`src/verilog/owdc_defs.svh`:
```
// Timing, field and reset constants of the one-wire dimming control
`ifndef OWDC_DEFS_SVH
`define OWDC_DEFS_SVH
`define OWDC_CLK_MHZ 10
`define OWDC_T_DLY_US 100
`define OWDC_T_DET_US 260
`define OWDC_T_WIN_US 1000
`define OWDC_T_EOS_US 360
`define OWDC_T_ACK_US 512
`define OWDC_T_EN_OFF_US 2500
`define OWDC_T_PWM_OFF_US 20000
`define OWDC_DLY_CYC (`OWDC_T_DLY_US * `OWDC_CLK_MHZ)
`define OWDC_DET_CYC (`OWDC_T_DET_US * `OWDC_CLK_MHZ)
`define OWDC_WIN_CYC (`OWDC_T_WIN_US * `OWDC_CLK_MHZ)
`define OWDC_EOS_CYC (`OWDC_T_EOS_US * `OWDC_CLK_MHZ)
`define OWDC_ACK_CYC (`OWDC_T_ACK_US * `OWDC_CLK_MHZ)
`define OWDC_EN_OFF_CYC (`OWDC_T_EN_OFF_US * `OWDC_CLK_MHZ)
`define OWDC_PWM_OFF_CYC (`OWDC_T_PWM_OFF_US * `OWDC_CLK_MHZ)
`define OWDC_CODE_W 9
`define OWDC_CODE_RST 9'h1ff
`define OWDC_WORD_W 24
`define OWDC_ADDR_LSB 16
`define OWDC_ADDR_W 8
`define OWDC_ACK_BIT 10
`define OWDC_DUTY_WIN_LOG2 12
`endif

```
`src/verilog/owdc_pkg.sv`:
```
// Types shared by the one-wire dimming control
`default_nettype none
package owdc_pkg;
    typedef enum logic [2:0] {
        OWDC_OFF = 3'b000,
        OWDC_DETECT = 3'b001,
        OWDC_ONE_WIRE = 3'b010,
        OWDC_DUTY = 3'b011,
        OWDC_LATCH = 3'b100
    } owdc_state_t;

    typedef struct packed {
        logic supply_lockout;
        logic thermal;
        logic overvoltage_guard;
        logic current_limit;
        logic cycle_start;
    } owdc_fault_t;

    typedef struct packed {
        logic running;
        logic one_wire;
        logic latched;
    } owdc_status_t;
endpackage
`default_nettype wire

```
`src/verilog/owdc_top.sv`:
```
// One-wire dimming control: interface select, decoder, timeouts, protection
`timescale 1ns/1ps
`default_nettype none
`include "owdc_defs.svh"

// Operation
// - Select pulse must finish inside detection window
// - Detection repeats on every start from shutdown
// - No select pulse means duty-cycle dimming
// - Nine-bit code register, all ones initially
// - Code returns to all ones on shutdown
// - Current is full scale times code/511
// - Line low beyond 2.5 ms shuts down
// - Dimming input low beyond 20 ms shuts down
// - Start only with line and dimming high
// - Duty mode scales by measured duty cycle
// - 24 bits LSB first, address must match
// - Data holds code and acknowledge request
// - Acknowledge by pulling low on good command
// - Rate-independent decoding, 1.7 to 160 kbit/s; here any phase over 360 us aborts the word
// - Overvoltage latches off until toggle or reset
// - Current limit holds switch off this cycle
// - Thermal flag shuts down, auto resumes
// - Supply lockout shuts down, auto restarts
// - Acknowledge low lasts at most 512 us
module owdc_top #(
    parameter logic [7:0] DEV_ADDR = 8'h5a, // Arbitrary value
    parameter int T_WIN_CYC = `OWDC_WIN_CYC,
    parameter int T_ACK_CYC = `OWDC_ACK_CYC,
    parameter int T_EN_OFF_CYC = `OWDC_EN_OFF_CYC,
    parameter int T_PWM_OFF_CYC = `OWDC_PWM_OFF_CYC,
    parameter int DUTY_WIN_LOG2 = `OWDC_DUTY_WIN_LOG2
) (
    input wire logic ref_clk_i,
    input wire logic rst_i,
    input wire logic line_i,
    output logic line_o,
    output logic line_oe_o,
    input wire logic pwm_i,
    input wire owdc_pkg::owdc_fault_t fault_i,
    output logic [`OWDC_CODE_W-1:0] code_o,
    output logic [`OWDC_CODE_W-1:0] scale_o,
    output logic boost_on_o,
    output owdc_pkg::owdc_status_t status_o
);
    localparam int CW = $clog2(T_PWM_OFF_CYC + T_EN_OFF_CYC + T_WIN_CYC + 2);
    localparam int RW = $clog2(`OWDC_EOS_CYC + 2);
    localparam int AW = $clog2(T_ACK_CYC + 1);
    localparam int DW = DUTY_WIN_LOG2;
    localparam int WW = `OWDC_WORD_W;

    function automatic logic [CW-1:0] sat_inc(input logic [CW-1:0] v);
        sat_inc = (&v) ? v : v + 1'b1;
    endfunction

    function automatic logic [`OWDC_CODE_W-1:0] clamp_code(
        input logic [DW:0] v);
        logic [DW:0] s;
        s = v >> (DW - `OWDC_CODE_W);
        clamp_code = (s > (DW + 1)'(`OWDC_CODE_RST)) ?
            `OWDC_CODE_RST : s[`OWDC_CODE_W-1:0];
    endfunction

    owdc_pkg::owdc_state_t state_r, state_nxt;
    logic line_q_r, pwm_q_r, fall, rise, toggle, running, en_off, pwm_off;
    logic [CW-1:0] win_r, win_nxt, dlow_r, dlow_nxt;
    logic [CW-1:0] en_cnt_r, en_cnt_nxt, pwm_cnt_r, pwm_cnt_nxt;
    logic arm_r, arm_nxt;
    owdc_pkg::owdc_status_t status_nxt;

    assign fall = line_q_r && !line_i;
    assign rise = !line_q_r && line_i;
    assign toggle = (line_q_r != line_i) || (pwm_q_r != pwm_i);
    assign running = (state_r == owdc_pkg::OWDC_ONE_WIRE) ||
        (state_r == owdc_pkg::OWDC_DUTY);
    // Counter holds cycles already low, so >= means strictly longer
    assign en_off = !line_i && en_cnt_r >= CW'(T_EN_OFF_CYC);
    assign pwm_off = !pwm_i && pwm_cnt_r >= CW'(T_PWM_OFF_CYC);
    assign line_o = 1'b0;

    always_comb begin
        state_nxt = state_r;
        win_nxt = '0;
        dlow_nxt = '0;
        arm_nxt = 1'b0;
        en_cnt_nxt = line_i ? '0 : sat_inc(en_cnt_r);
        pwm_cnt_nxt = pwm_i ? '0 : sat_inc(pwm_cnt_r);
        case (state_r)
            owdc_pkg::OWDC_OFF: begin
                if (line_i && pwm_i && !fault_i.thermal) begin
                    state_nxt = owdc_pkg::OWDC_DETECT;
                end
            end
            owdc_pkg::OWDC_DETECT: begin
                win_nxt = sat_inc(win_r);
                arm_nxt = arm_r;
                if (fall && win_r >= CW'(`OWDC_DLY_CYC)) begin
                    arm_nxt = 1'b1;
                end else if (rise) begin
                    arm_nxt = 1'b0;
                end
                if (arm_nxt && !line_i) begin
                    dlow_nxt = sat_inc(dlow_r);
                end
                if (arm_r && !line_i && dlow_r >= CW'(`OWDC_DET_CYC)) begin
                    state_nxt = owdc_pkg::OWDC_ONE_WIRE;
                end else if (win_r >= CW'(T_WIN_CYC - 1)) begin
                    state_nxt = owdc_pkg::OWDC_DUTY;
                end
            end
            owdc_pkg::OWDC_ONE_WIRE, owdc_pkg::OWDC_DUTY: begin
                if (fault_i.overvoltage_guard) begin
                    state_nxt = owdc_pkg::OWDC_LATCH;
                end
            end
            owdc_pkg::OWDC_LATCH: begin
                if (toggle) begin
                    state_nxt = owdc_pkg::OWDC_OFF;
                end
            end
            default: state_nxt = owdc_pkg::OWDC_OFF;
        endcase
        if (state_r != owdc_pkg::OWDC_OFF &&
            state_r != owdc_pkg::OWDC_LATCH && (en_off || pwm_off)) begin
            state_nxt = owdc_pkg::OWDC_OFF;
        end
        if (state_r != owdc_pkg::OWDC_LATCH && fault_i.thermal) begin
            state_nxt = owdc_pkg::OWDC_OFF;
        end
        if (fault_i.supply_lockout) begin
            state_nxt = owdc_pkg::OWDC_OFF;
        end
        status_nxt.running = state_nxt == owdc_pkg::OWDC_ONE_WIRE ||
            state_nxt == owdc_pkg::OWDC_DUTY;
        status_nxt.one_wire = state_nxt == owdc_pkg::OWDC_ONE_WIRE;
        status_nxt.latched = state_nxt == owdc_pkg::OWDC_LATCH;
    end

    always_ff @(posedge ref_clk_i) begin
        if (rst_i) begin
            state_r <= owdc_pkg::OWDC_OFF;
            win_r <= '0;
            dlow_r <= '0;
            arm_r <= 1'b0;
            en_cnt_r <= '0;
            pwm_cnt_r <= '0;
            line_q_r <= 1'b0;
            pwm_q_r <= 1'b0;
            status_o <= '0;
        end else begin
            state_r <= state_nxt;
            win_r <= win_nxt;
            dlow_r <= dlow_nxt;
            arm_r <= arm_nxt;
            en_cnt_r <= en_cnt_nxt;
            pwm_cnt_r <= pwm_cnt_nxt;
            line_q_r <= line_i;
            pwm_q_r <= pwm_i;
            status_o <= status_nxt;
        end
    end

    // Command receiver; bits are judged by phase ratio, not absolute time
    logic [RW-1:0] ph_r, ph_nxt, low_r, low_nxt;
    logic [WW-1:0] sr_r, sr_nxt, word;
    logic [4:0] bits_r, bits_nxt;
    logic seen_r, seen_nxt, have_r, have_nxt, pend_r, pend_nxt;
    logic ack_r, ack_nxt, load, addr_ok, bit_v;
    logic [AW-1:0] ack_cnt_r, ack_cnt_nxt;
    logic [`OWDC_CODE_W-1:0] code_nxt;

    assign bit_v = ph_r > low_r;
    assign word = {bit_v, sr_r[WW-1:1]};
    assign addr_ok =
        word[`OWDC_ADDR_LSB +: `OWDC_ADDR_W] == DEV_ADDR;

    always_comb begin
        ph_nxt = (rise || fall || (&ph_r)) ? (rise || fall ? '0 : ph_r)
            : ph_r + 1'b1;
        low_nxt = low_r;
        sr_nxt = sr_r;
        bits_nxt = bits_r;
        seen_nxt = seen_r;
        have_nxt = have_r;
        pend_nxt = pend_r;
        ack_nxt = ack_r;
        ack_cnt_nxt = '0;
        load = 1'b0;
        if (ack_r) begin
            ack_cnt_nxt = ack_cnt_r + 1'b1;
            if (ack_cnt_r == AW'(T_ACK_CYC - 1)) begin
                ack_nxt = 1'b0;
                ack_cnt_nxt = '0;
            end
        end else if (state_r == owdc_pkg::OWDC_ONE_WIRE) begin
            if (rise) begin
                if (pend_r) begin
                    ack_nxt = 1'b1;
                    pend_nxt = 1'b0;
                end else if (seen_r) begin
                    low_nxt = ph_r;
                    have_nxt = 1'b1;
                end
            end else if (fall) begin
                seen_nxt = 1'b1;
                if (have_r) begin
                    have_nxt = 1'b0;
                    sr_nxt = word;
                    bits_nxt = bits_r + 5'h01;
                    if (bits_r == 5'(WW - 1)) begin
                        bits_nxt = 5'h00;
                        // Stops the closing low leaking into the next word
                        seen_nxt = 1'b0;
                        load = addr_ok;
                        pend_nxt = addr_ok && word[`OWDC_ACK_BIT];
                    end
                end
            end else if (ph_r > RW'(`OWDC_EOS_CYC)) begin
                bits_nxt = 5'h00;
                seen_nxt = 1'b0;
                have_nxt = 1'b0;
                pend_nxt = 1'b0;
            end
        end else begin
            bits_nxt = 5'h00;
            seen_nxt = 1'b0;
            have_nxt = 1'b0;
            pend_nxt = 1'b0;
        end
        if (ack_r) begin
            seen_nxt = 1'b0;
            have_nxt = 1'b0;
        end
        if (state_r == owdc_pkg::OWDC_OFF ||
            state_r == owdc_pkg::OWDC_LATCH) begin
            code_nxt = `OWDC_CODE_RST;
        end else if (load) begin
            code_nxt = word[`OWDC_CODE_W-1:0];
        end else begin
            code_nxt = code_o;
        end
    end

    always_ff @(posedge ref_clk_i) begin
        if (rst_i) begin
            ph_r <= '0;
            low_r <= '0;
            sr_r <= '0;
            bits_r <= 5'h00;
            seen_r <= 1'b0;
            have_r <= 1'b0;
            pend_r <= 1'b0;
            ack_r <= 1'b0;
            ack_cnt_r <= '0;
            code_o <= `OWDC_CODE_RST;
        end else begin
            ph_r <= ph_nxt;
            low_r <= low_nxt;
            sr_r <= sr_nxt;
            bits_r <= bits_nxt;
            seen_r <= seen_nxt;
            have_r <= have_nxt;
            pend_r <= pend_nxt;
            ack_r <= ack_nxt;
            ack_cnt_r <= ack_cnt_nxt;
            code_o <= code_nxt;
        end
    end
    assign line_oe_o = ack_r;

    // Duty measured over a fixed window; slow rates alias, a known limit
    logic [DW-1:0] dwin_r, dwin_nxt;
    logic [DW:0] hi_r, hi_nxt, hi_sum;
    logic [`OWDC_CODE_W-1:0] duty_r, duty_nxt, scale_nxt;
    logic ilim_r, ilim_nxt, boost_nxt;

    assign hi_sum = hi_r + (DW + 1)'(pwm_i);

    always_comb begin
        dwin_nxt = dwin_r + 1'b1;
        hi_nxt = hi_sum;
        duty_nxt = duty_r;
        if (&dwin_r) begin
            hi_nxt = '0;
            duty_nxt = clamp_code(hi_sum);
        end
        if (state_r != owdc_pkg::OWDC_DUTY) begin
            dwin_nxt = '0;
            hi_nxt = '0;
            duty_nxt = `OWDC_CODE_RST;
        end
        case (state_r)
            owdc_pkg::OWDC_ONE_WIRE: scale_nxt = code_o;
            owdc_pkg::OWDC_DUTY: scale_nxt = duty_r;
            default: scale_nxt = '0;
        endcase
        // Trip wins over a cycle start landing on the same edge
        ilim_nxt = fault_i.current_limit ||
            (ilim_r && !fault_i.cycle_start);
        boost_nxt = running && !ilim_nxt && !fault_i.overvoltage_guard;
    end

    always_ff @(posedge ref_clk_i) begin
        if (rst_i) begin
            dwin_r <= '0;
            hi_r <= '0;
            duty_r <= `OWDC_CODE_RST;
            scale_o <= '0;
            ilim_r <= 1'b0;
            boost_on_o <= 1'b0;
        end else begin
            dwin_r <= dwin_nxt;
            hi_r <= hi_nxt;
            duty_r <= duty_nxt;
            scale_o <= scale_nxt;
            ilim_r <= ilim_nxt;
            boost_on_o <= boost_nxt;
        end
    end
endmodule
`default_nettype wire
```
`config.mk`:
```
export PLATFORM = sky130hd
export DESIGN_NAME = owdc_top
export DESIGN_NICKNAME = d
export VERILOG_FILES = /design/src/verilog/owdc_pkg.sv /design/src/verilog/owdc_top.sv
export VERILOG_INCLUDE_DIRS = /design/src /design/src/verilog
export SDC_FILE = /design/constraint.sdc
export NUM_CORES = 1
export LEC_CHECK = 0
export BUFFER_PORTS_ARGS = -buffer_cell sky130_fd_sc_hd__buf_2
export CAP_MARGIN = 30
export CORE_MARGIN = 2
export CORE_UTILIZATION = 30
export CTS_BUF_LIST = sky130_fd_sc_hd__clkbuf_2 sky130_fd_sc_hd__clkbuf_4 sky130_fd_sc_hd__clkbuf_8
export CTS_CLUSTER_SIZE = 40
export DETAILED_ROUTE_END_ITERATION = 6
export GPL_TIMING_DRIVEN = 1
export MAX_ROUTING_LAYER = met4
export SYNTH_ARGS = -nofsm -noshare
export SYNTH_HDL_FRONTEND = slang
export SYNTH_SLANG_ARGS = --single-unit
```
`constraint.sdc`:
```
create_clock -name ref_clk_i -period 3.5 [get_ports ref_clk_i]
set_input_delay 0.35 -clock ref_clk_i [delete_from_list [all_inputs] [get_ports ref_clk_i]]
set_output_delay 0.35 -clock ref_clk_i [all_outputs]
set_load 0.05 [all_outputs]
```
Yosys cells after proc, flatten, opt, wreduce, memory -nomap -nowiden:

Index checks and enable logic that the tools add are counted.

* word-level logic and storage cells: 177
* input port bits: 9
* bits in registers: 205

* bitwise operators: 6
* magnitude comparators: 8
* add/sub/neg operators: 9
* equal/unequal tests: 23
* reduce and logical (&&, ||, !) cells: 58
* multiplexer cells: 46

Operators with widths (number)
* adder 18 x 1 -> 18 bit (second input constant): 4
* AND reduction 18 bit: 4
* two-way mux 5 bit: 6
* two-way mux 1 bit: 27
* adder 12 x 1 -> 12 bit (second input constant): 2
* two-way mux 12 bit: 2
* two-way mux 3 bit: 8
* AND reduction 12 bit: 2
* >= comparator 18 x 10 -> 1 bit (second input constant): 1
* >= comparator 18 x 12 -> 1 bit (second input constant): 1
* >= comparator 18 x 14 -> 1 bit (second input constant): 1
* >= comparator 18 x 15 -> 1 bit (second input constant): 1
* >= comparator 18 bit (second input constant): 1
* case mux 9 bit (2 select lines): 1
* logical AND 1 bit: 17
* adder 13 x 1 -> 13 bit: 1
* adder 13 x 1 -> 13 bit (second input constant): 1
* equality test 13 bit (second input constant): 1
* equality test 3 x 2 -> 1 bit (second input constant): 4
* > comparator 12 bit: 1
* > comparator 12 bit (second input constant): 1
* case mux 3 bit (4 select lines): 1
* OR reduction 2 bit: 6
* OR reduction 3 bit: 4
* other kinds (24): 52

Longest topological paths before layout:

Gate-level depths: netlist of the first run.

* word-level depth: 10
* gate-level depth with buffers: 9
* depth with buffers taken out: 7

Least setup slack after synthesis of the first run:

Ideal clock, no wire load.

* kind: input to register
* from: input line_i
* to: register sr_r[23]
* stages on the path: 8
* library setup time: 0.070 ns
* slack: 1.455 ns
* arrival: 1.974 ns
* path buffers: 2
* cell sequence: inv_1 ha_1 clkbuf_1 nand2_1 or4_4 buf_6 or3_1 a21oi_1

* word-level cells in the longest chain between the ends: 3

Ends and longest elaborated chain
* start, declared: RTL line owdc_top.sv:36 `input wire logic line_i,`
* zero test 1 bit or logical AND 1 bit (tied branches): RTL line owdc_top.sv:71, owdc_top.sv:72
* logical AND 1 bit or NOT 1 bit (tied branches)
* AND reduction 5 bit (no source line) *
* end signal, assigned: RTL line owdc_top.sv:259 `sr_r <= sr_nxt;`
* end, declared: RTL line owdc_top.sv:165 `logic [WW-1:0] sr_r, sr_nxt, word;`

Mark *: on every way between the ends. The rest lies on a longest branch, timed or not.
A chain may end at the register's enable or synchronous reset.

Final worst setup path of the first run:

* from: register state_r[0]
* to: register dlow_r[17]

* word-level cells in the longest chain between the ends: 3

Ends and longest elaborated chain
* start, declared: RTL line owdc_top.sv:64 `owdc_pkg::owdc_state_t state_r, state_nxt;`
* start signal, assigned: RTL line owdc_top.sv:141 `state_r <= owdc_pkg::OWDC_OFF;`
* start signal, assigned: RTL line owdc_top.sv:151 `state_r <= state_nxt;`
* equality test 3 x 1 -> 1 bit: RTL line owdc_top.sv:88 `case (state_r)`
* NOT 1 bit (no source line)
* OR reduction 3 bit (no source line)
* end signal, assigned: RTL line owdc_top.sv:153 `dlow_r <= dlow_nxt;`
* end, declared: RTL line owdc_top.sv:66 `logic [CW-1:0] win_r, win_nxt, dlow_r, dlow_nxt;`

No other way between the ends.

==> flow_summary.json, run 1 <==
{
  "maxCapViolations": 0,
  "fmax_mhz": 391.2,
  "antenna_found_initial": 2,
  "worstPathRequired_ns": 3.92,
  "setup_viol": 0,
  "grt_pass1_vias": 6836,
  "synth_cells": 1095,
  "crit_family": "simple AND/OR/NAND/NOR gates",
  "tightest_slew_ns": 0.7992,
  "gr-total-overflow": 0,
  "dp.cells": 1482,
  "ys_types": 65,
  "crit_type": "flip-flop to flip-flop",
  "fin_nets": 1162,
  "clockPowerShare_pct": 48.2,
  "sw_frac_of_total_pct": 22.16,
  "p_comb_share_pct": 1.7,
  "min_period_ns": 2.556,
  "clock_latency_ns": 0.52,
  "period_share_pct": 73.03,
  "post-dp-hpwl_um": 13040,
  "relSlewSlack_pct": 46.65,
  "power.internal_mw": 3.625,
  "drive_gt1_share_pct": 10.86,
  "synthesis.area_um2": 9276,
  "hold_buffers": 0,
  "viasPerCell": 4.781,
  "wl_per_cell_um": 12.42,
  "cts-root-buf": "clkbuf_8",
  "crit_path_end_kind": "flip-flop",
  "critPathArrivalTime_ns": 2.98,
  "cts_max_level": 2,
  "start_util_pct": 30.41,
  "area_delta_synth_final_pct": 13.96,
  "pwr-share-seq_pct": 50.2,
  "yosysWarnings": 0,
  "nFillCells": 3109,
  "maxSlewViolCount": 0,
  "ant_nets": 0,
  "setup_total_negative_slack_ns": 0,
  "worst_clock_skew_ns": 0.01321,
  "postCtsSetupBuffers": 0,
  "power_mw": 4.657,
  "num_rows": 64,
  "grt_first_pass_wirelength_um": 33000,
  "crit_slowest_cell": "dfxtp_1",
  "critPathLaunchType": "flip-flop",
  "core_um2": 30510,
  "port_buffers": 31,
  "hold_path.class": "input pin to flip-flop",
  "gr-usage-all-layers_pct": 12.18,
  "wl_um": 19240,
  "ys_ff_latch": 204,
  "via_count": 7405,
  "worstPathMaxFanout": 20,
  "synth.avg_cell_area_um2": 8.472,
  "routabilityCongestion": 0.7967,
  "rsz0062_at_grt": "no",
  "fin_cells": 1549,
  "cts.sinks": 204,
  "firstDrtPassIters": 5,
  "synth.net_count": 1133,
  "status": "complete, no violations",
  "crit_chain": "nand2_1 -> or2_2 -> or3_1 -> a211oi_1",
  "synth_edf_count": 0,
  "drtIter0Drc": 420,
  "synthArstFlopShare_pct": 0,
  "drc": 0,
  "clk_pin_slew_ns": 0.06,
  "dp_slack_ns": 0.9281,
  "die_x_um": 179.8,
  "cellPowerDensity_nw_per_um2": 440.5,
  "cts_tree": "yes",
  "max-vdd-ir-drop_v": 0.0002058,
  "num_io_pins": 33,
  "grt_max_degree": 38,
  "fp.dieH_um": 179.8,
  "cellLeakagePower_nw": 3.446,
  "cts_buffer_depth": 3,
  "setup_ws_ns": 0.9440,
  "ctsResizeCount": 0,
  "seq_area_frac_synth_pct": 44.02,
  "p_sw_mw": 1.032,
  "crit_buf_inv": 0,
  "max_stage_delay_ns": 0.83,
  "fin_util_pct": 34.65,
  "die_area_um2": 32340,
  "numCtsBuffers": 36,
  "synth_ff_type": "dfxtp_1",
  "hold_viol": 0
}
per-layer routing:
layer / track usage (%) / up-vias / share of wire (%)
met1: 15.83 / 3378 / 49
met2: 18.50 / 118 / 44
met3: 3.019 / 38 / 4.9
met4: 3.967 / 0 / 2.3
met5: - / - / 0
li1: - / 3871 / -
sequential cells by signal, indices dropped and copies added (netlist names), 12 cells and up:
name	flops
low_r	12
win_r	18
hi_r	13
ph_r	12
dwin_r	12
en_cnt_r	18
sr_r	23
dlow_r	18
ack_cnt_r	13
pwm_cnt_r	18
synthesized netlist by cell type, types with 2 or more instances:
cell type	number	area share (%)
or3_1	16	1.1
clkbuf_1	37	1.5
buf_1	5	0.20
nand2_1	93	3.8
a21boi_0	3	0.24
o21ai_0	24	1.3
o211ai_1	5	0.40
a311oi_1	2	0.19
o2111a_1	2	0.24
nor2_1	171	6.9
ha_1	29	3.9
nor4bb_1	3	0.32
a31oi_1	14	0.94
and4_1	6	0.57
inv_1	54	2.2
and3_1	18	1.2
and4b_1	2	0.22
nor4b_1	5	0.47
nor2b_1	2	0.13
nor3b_1	5	0.40
a211o_1	2	0.19
a211oi_1	24	1.9
o31ai_1	3	0.24
or4_1	4	0.32
or2_2	9	0.61
a2111o_1	2	0.24
o21a_1	2	0.16
mux2i_1	36	3.9
a2111oi_0	4	0.38
nand4_1	19	1.3
nor3_1	31	1.7
nor4_1	18	1.2
a21oi_1	68	3.7
dfxtp_1	204	44
xor2_1	24	2.3
a41oi_1	2	0.19
nand2b_1	2	0.13
xnor2_1	59	5.6
nand3_1	55	3.0
buf_2	5	0.27
o21bai_1	2	0.16
worst min-delay path: stages:
cell and delay, ns:
buf_2 0.07, a21oi_1 0.04, nor2_1 0.07
worst paths after layout:
check	from	to	slack, ns	cells after the start
hold / removal	fault_i[1]	ilim_r	0.04	3
hold reg to reg	dwin_r[0]	dwin_r[0]	0.45	1
setup / recovery	state_r[0]	dlow_r[17]	0.94	4
setup reg to reg	state_r[0]	dlow_r[17]	0.94	4
kinds of logic after synthesis:
logic type / share of synthesized area (%)
AO/OA/AOI/OAI: 11.59
XOR/XNOR: 7.837
adder cells (fa/ha/maj): 3.912
buffers and inverters: 4.410
flip-flops: 44.02
multiplexers: 3.885
other: 0.04043
AND/OR/NAND/NOR: 24.31
power groups by stage:
stage / logic [mW] / clock network, mW / registers, mW
3_3_place_gp: 0.0794 / 0 / 2.39
6_report: 0.0778 / 2.24 / 2.34
4_1_cts: 0.0793 / 2.32 / 2.34
5_1_grt: 0.0880 / 2.44 / 2.34
2_1_floorplan: 0.0564 / 0 / 2.38
3_5_place_dp: 0.0787 / 0 / 2.39
cell usage in the layout (no fill, tap or decap), types with 30 or more instances in the layout:
master / instances
nand3_1: 55
nand2_1: 93
clkbuf_8: 46
xnor2_1: 59
mux2i_1: 36
dfxtp_1: 204
buf_2: 31
a21oi_1: 68
nor3_1: 30
inv_1: 54
nor2_1: 171
layout make-up:
class | count | area, um2 | area share [%]
antenna | 2 | 5.005 | 0.04734
sequential | 204 | 4084 | 38.63
tap | 396 | 495.5 | 4.687
clock inverter | 11 | 60.06 | 0.5681
timing repair buffer | 41 | 230.2 | 2.178
inverter | 54 | 202.7 | 1.917
clock buffer | 54 | 693.2 | 6.557
multi-input combinational | 787 | 4801 | 45.41
stage by stage:
| step | area, um2 | hold WS [ns] |
|---|---|---|
| detailed placement | 9813 | 0.4405 |
| floorplan | 9276 | 0.4175 |
| CTS | 10570 | 0.02527 |
| global route | 10570 | 0.05794 |
| global placement | 9813 | 0.4293 |
| finish | 10570 | 0.04474 |
(Power assumes the default switching activity.)
==> run 2: changes to the inputs <==
Clock period 3.5 ns to 2.2 ns, I/O delays scaled along.
==> run 2 against run 1 <==
Net effect: clock skew up 0.0067 ns; sequential share of layout area decreased by 1.1 points; combinational power grew 81%; total power up 61%; wire length increased by 2.5%; hold slack better by 0.0046 ns; non-clock buffer count increased by 36; largest power group unchanged; highest routed layer unchanged.
==> flow_summary.json, run 2 (synthesized netlist as in run 1, its figures left out) <==
{
  "min_period_ns": 1.994,
  "grt_util_met3_pct": 2.938,
  "reg2reg_slack_ns": 0.21,
  "crit_path_end_kind": "flip-flop",
  "maxCapViolations": 0,
  "fin_cells": 1583,
  "cts-root-buf": "clkbuf_8",
  "critPathLaunchType": "flip-flop",
  "layout.cells.most_common": "dfxtp_1",
  "num_io_pins": 33,
  "start_util_pct": 30.41,
  "cts_max_level": 2,
  "critPathArrivalTime_ns": 2.44,
  "via_count": 7610,
  "ant_nets": 0,
  "routabilityCongestion": 0.7966,
  "ctsResizeCount": 0,
  "cts_tree": "yes",
  "antenna_found_initial": 1,
  "numCtsBuffers": 37,
  "clk_pin_slew_ns": 0.06,
  "tightest_slew_ns": 0.5678,
  "gr-usage-met2_pct": 20.09,
  "clockPowerShare_pct": 48.6,
  "core_um2": 30510,
  "r2r-end": "bits_r[3]",
  "cts_buffer_depth": 3,
  "crit_path_start": "state_r[1]",
  "power.internal_mw": 5.837,
  "pwr-share-seq_pct": 49.5,
  "grt_max_degree": 36,
  "port_buffers": 31,
  "viasPerCell": 4.807,
  "postCtsSetupBuffers": 0,
  "wl_um": 19720,
  "num_rows": 64,
  "busiest_layer": "met2",
  "fp.dieH_um": 179.8,
  "met1_usage_pct": 15.42,
  "die_area_um2": 32340,
  "nFillCells": 3129,
  "worstPathMaxFanout": 8,
  "area_delta_synth_final_pct": 17.21,
  "period_share_pct": 90.64,
  "setup_viol": 0,
  "setup_total_negative_slack_ns": 0,
  "hold_viol": 0,
  "worst_clock_skew_ns": 0.01993,
  "grt_first_pass_wirelength_um": 33900,
  "largest_reg_flops": 23,
  "fmax_mhz": 501.5,
  "status": "complete, no violations",
  "max-vdd-ir-drop_v": 0.0002935,
  "hold_buffers": 4,
  "worstPathRequired_ns": 2.65,
  "rsz0062_at_grt": "no",
  "crit_type": "flip-flop to flip-flop",
  "gr-usage-all-layers_pct": 12.42,
  "sw_frac_of_total_pct": 22.25,
  "wl_per_cell_um": 12.46,
  "holdPathStages": 3,
  "die_x_um": 179.8,
  "cellPowerDensity_nw_per_um2": 690.4,
  "dp_slack_ns": 0.2227,
  "maxSlewViolCount": 0,
  "setup_ws_ns": 0.2058,
  "endpoint": "bits_r[3]",
  "hold_path.class": "input pin to flip-flop",
  "gr-total-overflow": 0,
  "top_register": "sr_r",
  "drc": 0,
  "relSlewSlack_pct": 61.17,
  "r2r.worst_path.cells": 5,
  "drtIter0Drc": 356,
  "clock_latency_ns": 0.53,
  "fin_nets": 1199,
  "firstDrtPassIters": 4,
  "dp.cells": 1514,
  "grt_pass1_vias": 7212,
  "p_sw_mw": 1.670,
  "post-dp-hpwl_um": 13590,
  "cts.sinks": 204,
  "p_comb_share_pct": 1.9,
  "r2r-start": "state_r[1]",
  "drive_gt1_share_pct": 13.15,
  "cellLeakagePower_nw": 3.629,
  "layout_common_cells": "204 x dfxtp_1, 171 x nor2_1, 93 x nand2_1"
}
-- run 2: worst min-delay path by stage --
stage,from,endpoint
2_1_floorplan,fault_i[2],boost_on_o
3_3_place_gp,dwin_r[0],dwin_r[0]
3_5_place_dp,dwin_r[0],dwin_r[0]
4_1_cts,line_i,line_q_r
5_1_grt,pwm_i,pwm_q_r
6_report,line_i,line_q_r
-- run 2: power groups by stage --
stage	combinational, mW	sequential, mW	clock (mW)
2_1_floorplan	0.0898	3.79	0
3_3_place_gp	0.136	3.80	0
3_5_place_dp	0.137	3.80	0
4_1_cts	0.144	3.71	3.79
5_1_grt	0.158	3.71	3.96
6_report	0.141	3.72	3.65
-- run 2: worst max-delay path: stages (launching register included) --
cell     delay, ns
dfxtp_1       0.43
or3b_4        0.45
or4_4         0.51
nor4_1        0.29
a41oi_1       0.08
a21oi_1       0.17
-- run 2: area by class of cell --
class	instances	area, um2	share of cell area, %
antenna	1	2.502	0.02302
clock buffer	56	714.4	6.571
clock inverter	8	50.05	0.4603
inverter	54	202.7	1.864
multi-input combinational	787	4801	44.15
sequential	204	4084	37.56
tap	396	495.5	4.557
timing repair buffer	77	523.0	4.810
-- run 2: per-layer routing --
metal | up-vias | routed length (um)
li1 | 3942 | -
met1 | 3546 | 9328
met3 | 31 | 906
met4 | 0 | 367
met2 | 91 | 9118
met5 | - | 0
-- run 2: metrics by stage --
stage,total power [mW],area [um2],util (%),hold slack (ns)
floorplan,3.883,9276,-,0.2961
global placement,3.931,10070,32.99,0.4302
detailed placement,3.932,10070,32.99,0.4375
CTS,7.651,10870,35.63,0.02252
global route,7.831,10870,35.64,0.03720
finish,7.507,10870,35.64,0.04934
==> run 3: changes to the inputs <==
Settings changed: BUFFER_PORTS_ARGS -buffer_cell sky130_fd_sc_hd__buf_2 to -buffer_cell sky130_fd_sc_hd__buf_4.
==> run 3 against run 2 <==
Net effect: core utilization rose by 0.42 points; register-to-register slack better by 0.02 ns; total power is 1.1% higher; non-clock buffer count increased by 2; sequential cell count unchanged; critical endpoint is now duty_r[8].
==> flow_summary.json, run 3 (synthesized netlist as in run 1, its figures left out) <==
{
  "status": "complete, no violations",
  "power_mw": 7.593,
  "sw_frac_of_total_pct": 21.36,
  "num_rows": 64,
  "drtIter0Drc": 354,
  "drc": 0,
  "cellPowerDensity_nw_per_um2": 690.2,
  "routabilityCongestion": 0.7797,
  "register_area_um2": 4084,
  "power.internal_mw": 5.971,
  "period_share_pct": 92.64,
  "critPathLaunchType": "input pin",
  "cts_max_level": 2,
  "port_buffers": 31,
  "met1_length_um": 9224,
  "tightest_slew_ns": 0.5759,
  "pwr-share-seq_pct": 48.9,
  "cts-root-buf": "clkbuf_8",
  "rsz0062_at_grt": "no",
  "top_register": "sr_r",
  "viasPerCell": 4.793,
  "drive_gt1_share_pct": 13.37,
  "worstPathMaxFanout": 6,
  "start_util_pct": 30.41,
  "route.met3.wl_um": 737,
  "wl_um": 19330,
  "clk_pin_slew_ns": 0.06,
  "dr.max_layer_used": "met4",
  "holdPathStages": 4,
  "hold_viol": 0,
  "critPathArrivalTime_ns": 2.44,
  "gr-total-overflow": 0,
  "multi_input_area_um2": 4801,
  "grt_pass1_vias": 7192,
  "die_x_um": 179.8,
  "numCtsBuffers": 37,
  "wl_per_cell_um": 12.18,
  "setup_viol": 0,
  "cts_tree": "yes",
  "fin_nets": 1201,
  "crit_type": "input pin to flip-flop",
  "r2r.worst_path.cells": 8,
  "worstPathRequired_ns": 2.61,
  "area_delta_synth_final_pct": 18.59,
  "maxCapViolations": 0,
  "fin_util_pct": 36.06,
  "core_um2": 30510,
  "cts_buffer_depth": 3,
  "via_count": 7607,
  "antenna_found_initial": 2,
  "dp.cells": 1516,
  "hold_path.class": "input pin to flip-flop",
  "grt_max_degree": 31,
  "layout_common_cells": "204 x dfxtp_1, 171 x nor2_1, 93 x nand2_1",
  "p_comb_share_pct": 1.9,
  "nFillCells": 3112,
  "maxSlewViolCount": 0,
  "grt_first_pass_wirelength_um": 33550,
  "relSlewSlack_pct": 60.61,
  "crit_chain": "dlygate4sd3_1 -> buf_4 -> ha_1 -> ha_1 -> and3_1 -> a31oi_1 -> nor4bb_1 -> buf_4 -> a21oi_1",
  "crit_slowest_cell": "dlygate4sd3_1",
  "min_period_ns": 2.038,
  "firstDrtPassIters": 5,
  "postCtsSetupBuffers": 0,
  "layout.cells.most_common": "dfxtp_1",
  "clock_latency_ns": 0.52,
  "largest_reg_flops": 23,
  "ant_nets": 0,
  "fmax_mhz": 490.7,
  "cellLeakagePower_nw": 3.673,
  "worst_clock_skew_ns": 0.01875,
  "cts.sinks": 204,
  "clockPowerShare_pct": 49.2,
  "post-dp-hpwl_um": 13490,
  "max-vdd-ir-drop_v": 0.0003344,
  "max_stage_delay_ns": 0.53,
  "p_sw_mw": 1.622,
  "dr_wl_met2_um": 8979,
  "die_area_um2": 32340,
  "fp.dieH_um": 179.8,
  "setup_total_negative_slack_ns": 0,
  "gr-usage-all-layers_pct": 12.22,
  "num_io_pins": 33,
  "crit_path_end_kind": "flip-flop",
  "fin_cells": 1587
}
-- run 3: changes by cell type in the layout (fill, tap and decap cells not counted), sizes merged --
cell | before | now
buf | 73 | 75
clkbuf | 56 | 62
clkinv | 5 | 0
diode | 1 | 2
-- run 3: per-stage QoR --
step                      hold slack (ns)  area, um2  setup WS [ns]
after global routing              0.04306      11000        0.05106
after CTS                         0.01124      11000         0.1847
after global placement             0.4301      10160         0.2276
final                             0.03280      11000         0.1620
after detailed placement           0.4442      10160         0.1883
after floorplan                    0.2961       9276         0.2381
-- run 3: path summary, 6_finish.rpt --
kind | startpoint | end | slack [ns]
max | pwm_i | duty_r[8] | 0.16
min | fault_i[0] | ilim_r | 0.03
max reg2reg | low_r[11] | code_o[2] | 0.23
min reg2reg | sr_r[14] | sr_r[13] | 0.45
-- run 3: critical path, delay by kind of cell --
kind,cells,cell delay (ns)
AOI/OAI and AO/OA,2,0.21
and+or+nand+nor,2,0.66
buffers and inverters,3,0.90
adders and majority gates,2,0.44
-- run 3: area by class of cell --
type | instances | share of cell area, %
Antenna cell | 2 | 0.04550
Multi-Input combinational cell | 787 | 43.64
Clock buffer | 62 | 7.018
Sequential cell | 204 | 37.12
Inverter | 54 | 1.843
Clock inverter | 3 | 0.2275
Timing Repair Buffer | 79 | 5.596
Tap cell | 396 | 4.504
-- run 3: metal layers --
| metal | vias up | global-route usage, % |
|---|---|---|
| met3 | 31 | 2.755 |
| met4 | 0 | 3.707 |
| met1 | 3547 | 15.19 |
| met5 | - | - |
| met2 | 89 | 19.77 |
| li1 | 3940 | - |
-- run 3: what timing repair did --
item,4_1_cts,5_1_grt
resized for setup,0,0
hold buffers,4,0
endpoints found under the hold margin,6,0
-- run 3: power groups by stage --
stage                     Combinational [mW]  Clock [mW]  Sequential, mW
after floorplan                       0.0898           0            3.79
after global placement                 0.140           0            3.79
after detailed placement               0.140           0            3.80
after CTS                              0.148        3.88            3.72
after global routing                   0.161        4.06            3.71
final                                  0.144        3.73            3.72
